`src/rtl/ptm_pkg.sv`:
```
// Constants and types for the interrupt source and timer pin multiplexer.
package ptm_pkg;

	localparam int ADDR_W = 12;
	localparam int DATA_W = 32;
	localparam int SEL_W = 4;
	localparam int LINES = 8;
	localparam int FIRST_LINE = 8;

	localparam logic [ADDR_W-1:0] OFS_SRC_HI_A = 12'h000;
	localparam logic [ADDR_W-1:0] OFS_SRC_HI_B = 12'h004;
	localparam logic [ADDR_W-1:0] OFS_FLASH_REMAP = 12'h008;
	localparam logic [ADDR_W-1:0] OFS_TIMER_REMAP = 12'h00c;

	localparam int SRC_FIELD_BITS = 16;
	localparam int FLASH_EN_BIT = 21;
	localparam int T9_LSB = 0;
	localparam int T10_LSB = 4;
	localparam int T11_LSB = 8;

	localparam logic [SEL_W-1:0] CODE_PORT_A = 4'h0;
	localparam logic [SEL_W-1:0] CODE_PORT_B = 4'h1;
	localparam logic [SEL_W-1:0] CODE_PORT_C = 4'h2;
	localparam logic [SEL_W-1:0] CODE_PORT_D = 4'h3;
	localparam logic [SEL_W-1:0] CODE_PORT_F = 4'h4;
	localparam logic [SEL_W-1:0] CODE_TIM_DEF = 4'h0;
	localparam logic [SEL_W-1:0] CODE_TIM_ALT = 4'h1;

	localparam logic [SRC_FIELD_BITS-1:0] SRC_RST = 16'h0000;
	localparam logic [SEL_W-1:0] TIM_RST = 4'h0;
	localparam logic FLASH_RST = 1'b0;

	typedef struct packed {
		logic [15:0] pf;
		logic [15:0] pd;
		logic [15:0] pc;
		logic [15:0] pb;
		logic [15:0] pa;
	} ptm_ports_t;

	typedef struct packed {
		logic t9_ch1;
		logic t9_ch2;
		logic t10_ch1;
		logic t11_ch1;
	} ptm_tim_ch_t;

	typedef struct packed {
		logic pa2;
		logic pa3;
		logic pb14;
		logic pb15;
		logic pb8;
		logic pa6;
		logic pb9;
		logic pa7;
	} ptm_tim_pin_t;

	typedef struct packed {
		logic [SRC_FIELD_BITS-1:0] src_a;
		logic [SRC_FIELD_BITS-1:0] src_b;
		logic flash_en;
		logic [SEL_W-1:0] t9_sel;
		logic [SEL_W-1:0] t10_sel;
		logic [SEL_W-1:0] t11_sel;
		logic [LINES-1:0] irq;
		logic pready;
		logic pslverr;
		logic [DATA_W-1:0] prdata;
		ptm_tim_pin_t pin_val;
		ptm_tim_pin_t pin_oe;
		ptm_tim_ch_t cap;
	} ptm_state_t;

	localparam ptm_state_t STATE_RST = '{
		src_a: SRC_RST,
		src_b: SRC_RST,
		flash_en: FLASH_RST,
		t9_sel: TIM_RST,
		t10_sel: TIM_RST,
		t11_sel: TIM_RST,
		irq: 8'h00,
		pready: 1'b0,
		pslverr: 1'b0,
		prdata: 32'h0000_0000,
		pin_val: 8'h00,
		pin_oe: 8'h00,
		cap: 4'h0
	};

endpackage

```
`src/rtl/ptm_sync2.sv`:
```
// Two flip-flop level synchroniser for asynchronous pin inputs.
`timescale 1ns/1ps
module ptm_sync2 #(
	parameter int W = 1
) (
	input wire logic clk_in,
	input wire logic rst_in,
	input wire logic [W-1:0] d_in,
	output logic [W-1:0] q_out
);
	logic [W-1:0] meta_r;
	logic [W-1:0] sync_r;

	always_ff @(posedge clk_in) begin
		if (rst_in) begin
			meta_r <= '0;
			sync_r <= '0;
		end else begin
			meta_r <= d_in;
			sync_r <= meta_r;
		end
	end

	assign q_out = sync_r;
endmodule // ptm_sync2

```
`src/rtl/ptm_mux.sv`:
```
// Register file and routing for interrupt lines 8 to 15, flash enable and small timer pins.
`timescale 1ns/1ps
module ptm_mux (
	input wire logic CLK_SYS_IN,
	input wire logic RESET_IN,
	input wire logic PSEL_IN,
	input wire logic PENABLE_IN,
	input wire logic PWRITE_IN,
	input wire logic [ptm_pkg::ADDR_W-1:0] PADDR_IN,
	input wire logic [ptm_pkg::DATA_W-1:0] PWDATA_IN,
	output logic [ptm_pkg::DATA_W-1:0] PRDATA_OUT,
	output logic PREADY_OUT,
	output logic PSLVERR_OUT,
	input wire ptm_pkg::ptm_ports_t PORTS_IN,
	input wire ptm_pkg::ptm_tim_ch_t TIMER_CH_IN,
	output ptm_pkg::ptm_tim_pin_t TIMER_PIN_VAL_OUT,
	output ptm_pkg::ptm_tim_pin_t TIMER_PIN_OE_OUT,
	output ptm_pkg::ptm_tim_ch_t TIMER_CAP_OUT,
	output logic [ptm_pkg::LINES-1:0] IRQ_LINE_OUT,
	output logic EXT_FLASH_PORT_ENABLE_OUT
);
	import ptm_pkg::*;

	ptm_state_t s_r;
	ptm_state_t s_nxt;
	ptm_ports_t ports_sync;

	// Pin levels are asynchronous to the system clock.
	ptm_sync2 #(
		.W($bits(ptm_ports_t))
	) u_sync (
		.clk_in(CLK_SYS_IN),
		.rst_in(RESET_IN),
		.d_in(PORTS_IN),
		.q_out(ports_sync)
	);

	// Picks pin number pin of the port that code names; reserved codes give zero.
	function automatic logic pick_pin(
		input ptm_ports_t p,
		input logic [SEL_W-1:0] code,
		input int pin
	);
		logic lvl;
		lvl = 1'b0;
		unique case (code)
			CODE_PORT_A: lvl = p.pa[pin];
			CODE_PORT_B: lvl = p.pb[pin];
			CODE_PORT_C: lvl = p.pc[pin];
			CODE_PORT_D: lvl = p.pd[pin];
			CODE_PORT_F: lvl = p.pf[pin];
			default: lvl = 1'b0;
		endcase
		return lvl;
	endfunction

	logic setup_ph;
	logic access_ph;
	logic wr_commit;
	logic [SRC_FIELD_BITS*2-1:0] sel_all;
	logic [SEL_W-1:0] sel_code;

	assign setup_ph = PSEL_IN && !PENABLE_IN;
	assign access_ph = PSEL_IN && PENABLE_IN && s_r.pready;
	assign wr_commit = access_ph && PWRITE_IN && !s_r.pslverr;

	always_comb begin
		s_nxt = s_r;
		sel_all = {s_r.src_b, s_r.src_a};
		sel_code = '0;
		s_nxt.pready = 1'b0;
		s_nxt.pslverr = 1'b0;

		// A setup cycle prepares the answer, which stands for exactly one access cycle.
		if (setup_ph) begin
			s_nxt.pready = 1'b1;
			s_nxt.prdata = '0;
			unique case (PADDR_IN)
				OFS_SRC_HI_A: begin
					s_nxt.prdata[SRC_FIELD_BITS-1:0] = s_r.src_a;
				end
				OFS_SRC_HI_B: begin
					s_nxt.prdata[SRC_FIELD_BITS-1:0] = s_r.src_b;
				end
				OFS_FLASH_REMAP: begin
					s_nxt.prdata[FLASH_EN_BIT] = s_r.flash_en;
				end
				OFS_TIMER_REMAP: begin
					s_nxt.prdata[T9_LSB+:SEL_W] = s_r.t9_sel;
					s_nxt.prdata[T10_LSB+:SEL_W] = s_r.t10_sel;
					s_nxt.prdata[T11_LSB+:SEL_W] = s_r.t11_sel;
				end
				default: begin
					s_nxt.pslverr = 1'b1;
				end
			endcase
		end

		// Reserved bits are not stored, so they always read back as zero.
		if (wr_commit) begin
			unique case (PADDR_IN)
				OFS_SRC_HI_A: begin
					s_nxt.src_a = PWDATA_IN[SRC_FIELD_BITS-1:0];
				end
				OFS_SRC_HI_B: begin
					s_nxt.src_b = PWDATA_IN[SRC_FIELD_BITS-1:0];
				end
				OFS_FLASH_REMAP: begin
					s_nxt.flash_en = PWDATA_IN[FLASH_EN_BIT];
				end
				OFS_TIMER_REMAP: begin
					s_nxt.t9_sel = PWDATA_IN[T9_LSB+:SEL_W];
					s_nxt.t10_sel = PWDATA_IN[T10_LSB+:SEL_W];
					s_nxt.t11_sel = PWDATA_IN[T11_LSB+:SEL_W];
				end
				default: begin
				end
			endcase
		end

		// Each line follows pin (line number) of the selected port, from the current registers.
		for (int i = 0; i < LINES; i++) begin
			sel_code = sel_all[i*SEL_W+:SEL_W];
			s_nxt.irq[i] = pick_pin(ports_sync, sel_code, FIRST_LINE + i);
		end

		// Timer nine drives both channels on the pair its code names.
		s_nxt.pin_val = '0;
		s_nxt.pin_oe = '0;
		s_nxt.cap = '0;
		unique case (s_r.t9_sel)
			CODE_TIM_DEF: begin
				s_nxt.pin_val.pa2 = TIMER_CH_IN.t9_ch1;
				s_nxt.pin_val.pa3 = TIMER_CH_IN.t9_ch2;
				s_nxt.pin_oe.pa2 = 1'b1;
				s_nxt.pin_oe.pa3 = 1'b1;
				s_nxt.cap.t9_ch1 = ports_sync.pa[2];
				s_nxt.cap.t9_ch2 = ports_sync.pa[3];
			end
			CODE_TIM_ALT: begin
				s_nxt.pin_val.pb14 = TIMER_CH_IN.t9_ch1;
				s_nxt.pin_val.pb15 = TIMER_CH_IN.t9_ch2;
				s_nxt.pin_oe.pb14 = 1'b1;
				s_nxt.pin_oe.pb15 = 1'b1;
				s_nxt.cap.t9_ch1 = ports_sync.pb[14];
				s_nxt.cap.t9_ch2 = ports_sync.pb[15];
			end
			default: begin
			end
		endcase

		unique case (s_r.t10_sel)
			CODE_TIM_DEF: begin
				s_nxt.pin_val.pb8 = TIMER_CH_IN.t10_ch1;
				s_nxt.pin_oe.pb8 = 1'b1;
				s_nxt.cap.t10_ch1 = ports_sync.pb[8];
			end
			CODE_TIM_ALT: begin
				s_nxt.pin_val.pa6 = TIMER_CH_IN.t10_ch1;
				s_nxt.pin_oe.pa6 = 1'b1;
				s_nxt.cap.t10_ch1 = ports_sync.pa[6];
			end
			default: begin
			end
		endcase

		unique case (s_r.t11_sel)
			CODE_TIM_DEF: begin
				s_nxt.pin_val.pb9 = TIMER_CH_IN.t11_ch1;
				s_nxt.pin_oe.pb9 = 1'b1;
				s_nxt.cap.t11_ch1 = ports_sync.pb[9];
			end
			CODE_TIM_ALT: begin
				s_nxt.pin_val.pa7 = TIMER_CH_IN.t11_ch1;
				s_nxt.pin_oe.pa7 = 1'b1;
				s_nxt.cap.t11_ch1 = ports_sync.pa[7];
			end
			default: begin
			end
		endcase
	end

	always_ff @(posedge CLK_SYS_IN) begin
		if (RESET_IN) begin
			s_r <= STATE_RST;
		end else begin
			s_r <= s_nxt;
		end
	end

	assign PRDATA_OUT = s_r.prdata;
	assign PREADY_OUT = s_r.pready;
	assign PSLVERR_OUT = s_r.pslverr;
	assign IRQ_LINE_OUT = s_r.irq;
	assign EXT_FLASH_PORT_ENABLE_OUT = s_r.flash_en;
	assign TIMER_PIN_VAL_OUT = s_r.pin_val;
	assign TIMER_PIN_OE_OUT = s_r.pin_oe;
	assign TIMER_CAP_OUT = s_r.cap;
endmodule // ptm_mux

```
`config.mk`:
```
export PLATFORM = sky130hd
export DESIGN_NAME = ptm_mux
export DESIGN_NICKNAME = d
export VERILOG_FILES = /design/src/rtl/ptm_pkg.sv /design/src/rtl/ptm_sync2.sv /design/src/rtl/ptm_mux.sv
export SDC_FILE = /design/constraint.sdc
export NUM_CORES = 1
export LEC_CHECK = 0
export ABC_CLOCK_PERIOD_IN_PS = 1900
export BUFFER_PORTS_ARGS = -buffer_cell sky130_fd_sc_hd__buf_2
export CAP_MARGIN = 5
export CELL_PAD_IN_SITES_DETAIL_PLACEMENT = 1
export CELL_PAD_IN_SITES_GLOBAL_PLACEMENT = 1
export CORE_ASPECT_RATIO = 0.5
export CORE_UTILIZATION = 39
export DETAILED_ROUTE_END_ITERATION = 16
export PLACE_DENSITY_LB_ADDON = 0.15
export SYNTH_ARGS = -nofsm -noshare
export SYNTH_HDL_FRONTEND = slang
export SYNTH_SLANG_ARGS = --single-unit
```
`constraint.sdc`:
```
create_clock -name CLK_SYS_IN -period 1.9 [get_ports CLK_SYS_IN]
set_clock_uncertainty 0.05 [all_clocks]
set_input_delay 0 -clock CLK_SYS_IN [delete_from_list [all_inputs] [get_ports CLK_SYS_IN]]
set_output_delay 0 -clock CLK_SYS_IN [all_outputs]
set_load 0.005 [all_outputs]
```
## After elaboration in Yosys (flattened, before gate mapping)

Index checks and enable logic that the tools add are counted.

| storage, ports and cells | value |
|---|---|
| bits in registers | 252 |
| bits of input ports | 133 |
| output and inout bits | 63 |
| logic and storage cells | 130 |

| cells by class | value |
|---|---|
| equality and inequality tests | 38 |
| mux-type cells | 22 |
| bitwise gates (word level) | 7 |
| reduce and logical (&&, ||, !) cells | 31 |

Operators by type and width:

| kind | number |
|---|---|
| $eq A4 B2 Y1 const B | 16 |
| $eq A4 B1 Y1 const B | 11 |
| $logic_not A4 Y1 | 11 |
| $pmux W1 S5 | 8 |
| $pmux W12 S3 | 1 |
| $mux W34 | 1 |
| $eq A4 B3 Y1 const B | 8 |
| $eq A12 B4 Y1 const B | 2 |
| $reduce_or A2 Y1 | 7 |
| $eq A12 B3 Y1 const B | 1 |
| $logic_not A12 Y1 | 1 |
| $pmux W4 S2 | 1 |
| $reduce_and A2 Y1 | 4 |
| $not A1 Y1 | 7 |
| $mux W1 | 6 |
| $logic_and A1 B1 Y1 | 5 |
| $mux W2 | 2 |
| $pmux W1 S2 | 2 |
| $pmux W2 S2 | 1 |
| $reduce_or A4 Y1 | 1 |
| $logic_not A1 Y1 | 2 |

## Logic depth before layout (Yosys ltp)

| depth | value |
|---|---|
| word-level depth | 5 |
| mapped depth | 6 |
| gate-level depth less buffers | 4 |

## Modules after synthesis

A second synthesis with hierarchy kept.

| second synthesis, totals | value |
|---|---|
| cells, all modules | 797 |
| area total of the unflattened synthesis | 8,628.3 um^2 |

By module, submodules not included:

| module | instances | cells each | area an instance (um^2) |
|---|---|---|---|
| ptm_mux | 1 | 460 | 4,321.6 |
| ptm_sync2 | 1 | 337 | 4,306.6 |

## Worst setup path before layout

Ideal clock, no wire load.

| path | value |
|---|---|
| kind | input -> register |
| start point | input port PADDR_IN[5] in the netlist's numbering |
| end point | register s_r[100] in the netlist's numbering |
| arrival | 1.574 ns |
| path slack | 0.149 ns |
| stages on the path | 5 |
| buffers on the path | 1 |
| path through | or4_4 > nor4_4 > nand3_2 > buf_2 > mux2i_1 |

| on the way | value |
|---|---|
| cells in the longest elaborated chain, start to end | 2 |

RTL lines:

| item | RTL line | source |
|---|---|---|
| start, declared | ptm_mux.sv:9 | `input wire logic [ptm_pkg::ADDR_W-1:0] PADDR_IN,` |
| $logic_not A12 Y1 | ptm_mux.sv:101 | `unique case (PADDR_IN)` |
| $reduce_and A2 Y1 (no source line) | - |  |
| end signal, assigned | ptm_mux.sv:187 | `s_r <= s_nxt;` |
| end, declared | ptm_mux.sv:24 | `ptm_state_t s_r;` |

No other way between the ends.
A chain may end at the register's enable or synchronous reset.

## Worst setup path in the final report

| path | value |
|---|---|
| start point | input port PADDR_IN[1] in the netlist's numbering |
| end point | register s_r, in the netlist PRDATA_OUT[21] |

| on the way | value |
|---|---|
| cells in the longest elaborated chain, start to end | 2 |

RTL lines:

| item | RTL line | source |
|---|---|---|
| $eq A12 B4 Y1 | ptm_mux.sv:78 | `unique case (PADDR_IN)` |
| $mux W1 | ptm_mux.sv:78 |  |

No other way between the ends.

==> results.toml <==
[status]
outcome = "completed"

[power]
switching_share = 0.238
p_leak_nw = 3.86
pwr-share-comb = 0.059
p_clk_frac = 0.456
power.switching_mw = 1.89
intPower_mw = 6.05
seqPwrFrac = 0.486
ir_drop_uv = 695
p_per_area_mw_per_mm2 = 936

[routing]
wl_per_cell_um = 14.9
drt_first_iter_violations = 183
wl_met1_um = 8460
via_per_inst = 4.43
wl_um = 15100
first_pass_iters = 4
postRouteAntennaNets = 0
dr_total_vias = 4474
wl_met3_um = 619
dr_wl_met2_um = 5900
top_layer = "met4"
drc = 0

[clock_network]
clock_path_buffers = 2
insertion_delay_ns = 0.42
ctsResizeCount = 0
cts.htree.levels = 4
clk_pin_slew_ns = 0.07
cts_buffers = 17
cts-root-buf = "clkbuf_16"
cts_tree = "built"
clock-sinks = 178

[worst_setup_path]
path_common_cell = "dlygate4sd3_1"
crit_buf_inv = 4
cp_max_fo = 9
slowest_stage = "dlygate4sd3_1"
reg2reg_to = "IRQ_LINE_OUT[3]"
critical_path.endpoint_type = "register"
crit_path_max_incr_delay_ns = 0.55
r2r_start = "s_r[103]"
reg2reg_depth = 4
crit_path_start_kind = "input pin"
cp_cell_sequence = "dlygate4sd3_1 -> buf_2 -> nor4_4 -> buf_4 -> nand4_1 -> a21oi_1 -> dlygate4sd3_1"
r2r_setup_slack_ns = 0.36
critPathArrivalTime_ns = 1.93
cp.required_ns = 2.21
crit_type = "input pin to register"
crit_family = "buffers and inverters"

[floorplanning]
die_h_um = 94.1
placementRows = 33
io_pins = 196
coreArea_mm2 = 0.0165
die_w_um = 186
die_area_mm2 = 0.0175
start_util = 0.401

[synth]
synth_compound_area_frac = 0.0371
synth-simple-area-share = 0.212
synthAdderAreaFrac = 0
yosysSeqAreaShare = 0.539
synth_area_mm2 = 0.00661
synth-warning-count = 0
syn_area_per_cell_um2 = 10.8
synth_xor_area_frac = 0
synth_mux_area_frac = 0.126
synth-seq-cells = 178
syn_inst = 614
synth_top_family_by_area = "simple AND/OR/NAND/NOR gates"
synth_cell_types = 32

[min_path]
min-delay-start = "PADDR_IN[0]"
hold_path_depth = 5
min_to = "EXT_FLASH_PORT_ENABLE_OUT"
hold_path_class = "input pin to register"

[timing]
max_clock_freq_mhz = 619
rsz0062_at_grt = "no"
setup_tns_ns = 0
worst_slew_margin_rel = 0.658
setup_viol_count_final = 0
finalHoldViolCount = 0
worst_slew_pin_slew_ns = 0.509
period_minus_slack_ns = 1.62
fin_crit_sh = 0.851
report.final.slew_viol_count = 0

[place]
dp.final_hpwl_um = 10300
dp.cells = 906
numPortBuffers = 129
gp_congestion = 0.722
placed_cell_area_mm2 = 0.00715

[global_route]
grt.overflow.total = 0
gr-usage-all-layers = 0.180
antenna_found_initial = 0
grt_pass1_vias = 4459
grt_pass1_wl_um = 23600
grt_max_degree = 123

[finish]
final_nets = 902
fin_util = 0.515
area_growth_pct = 28.3
layout_commonest_cell = "dfxtp_1"
stdcell_area_mm2 = 0.00849
final_cell_mix = "dfxtp_1, buf_2, nor2b_1"
final_cells = 1009
nFillCells = 1810
antenna_cells = 0
drive_gt1_frac = 0.237

[job]
cap_violations = 0
==> Yosys cell counts (all sizes together) <==
cell type	count	area (um^2)
nand4b	1	8.76
mux2i	64	641
and3	4	25.0
mux2	1	11.3
or4	5	41.3
a21oi	1	5.00
buf	67	483
a32o	1	10.0
nor2	20	75.1
inv	1	3.75
mux4	8	180
and2	8	50.1
nand4	2	12.5
nand3	3	20.0
conb	1	3.75
nor3b	1	7.51
nor2b	98	613
nand2	17	63.8
or3b	1	8.76
a31oi	8	50.1
o21ai	15	75.1
clkbuf	22	82.6
nand2b	63	394
dfxtp	178	3560
nor3	8	40.0
a22o	12	105
nor4	4	40.0
==> state kept, by name, summed over array words and instances, names as in the netlist <==
register                   cells
s_r                           44
u_sync.meta_r                 44
u_sync.q_out                  44
PRDATA_OUT                    17
IRQ_LINE_OUT                   8
TIMER_PIN_VAL_OUT              8
TIMER_PIN_OE_OUT               6
TIMER_CAP_OUT                  4
EXT_FLASH_PORT_ENABLE_OUT      1
PREADY_OUT                     1
PSLVERR_OUT                    1
==> worst min-delay path: stages <==
cell	delay, ns
buf_2	0.10
nor4_4	0.04
buf_4	0.15
nand3_1	0.09
mux2i_1	0.07
==> metrics by stage <==
stage / total power, mW / worst slack (ns) / hold WS [ns]
6_report: 7.94 / 0.283 / 0.0340
5_1_grt: 8.24 / 0.159 / 0.0465
3_3_place_gp: 4.29 / 0.175 / 0.160
4_1_cts: 8.01 / 0.307 / 0.0228
3_5_place_dp: 4.30 / 0.165 / 0.164
2_1_floorplan: 4.18 / 0.149 / 0.0717
==> power by group through the flow <==
stage	Sequential, mW	Combinational (mW)	Clock, mW
after detailed placement	3.95	0.356	0
final	3.86	0.467	3.62
after CTS	3.86	0.465	3.69
after global placement	3.94	0.351	0
after global routing	3.87	0.515	3.86
after floorplan	3.93	0.245	0
==> area by class of cell <==
| type | instances | area [um^2] | share of cell area |
|---|---|---|---|
| tap | 227 | 284 | 0.0335 |
| clock buffer | 18 | 439 | 0.0517 |
| timing repair buffer | 211 | 1480 | 0.174 |
| multi-input combinational | 360 | 2530 | 0.299 |
| clock inverter | 14 | 184 | 0.0217 |
| inverter | 1 | 3.75 | 0.000442 |
| sequential | 178 | 3560 | 0.420 |
==> per-layer routing <==
| metal | track usage | vias to the layer above |
|---|---|---|
| met3 | 0.0395 | 7 |
| met2 | 0.254 | 105 |
| li1 | - | 2274 |
| met1 | 0.271 | 2088 |
| met4 | 0.0451 | 0 |
| met5 | 0 | - |
==> timing repair <==
item / in CTS / in global routing
endpoints found under the hold margin: 100 / 0
hold buffers: 71 / 0
buffers inserted: 0 / 0
==> kinds of logic after synthesis <==
| family | Yosys count |
|---|---|
| muxes | 73 |
| other | 1 |
| and+or+nand+nor | 235 |
| DFF | 178 |
| AOI/OAI and AO/OA | 37 |
| buffers and inverters | 90 |
==> how the worst max path moves through the flow <==
stage / from / slack (ns) / cells after the start / to
after floorplan: PADDR_IN[5] / 0.15 / 5 / s_r[100]
after global placement: PADDR_IN[5] / 0.17 / 7 / s_r[83]
after detailed placement: PADDR_IN[5] / 0.17 / 7 / s_r[83]
after CTS: PADDR_IN[1] / 0.31 / 7 / PRDATA_OUT[21]
after global routing: PADDR_IN[1] / 0.16 / 7 / PRDATA_OUT[21]
final: PADDR_IN[1] / 0.28 / 7 / PRDATA_OUT[21]
Note: power is estimated with default switching activity, not from simulation.
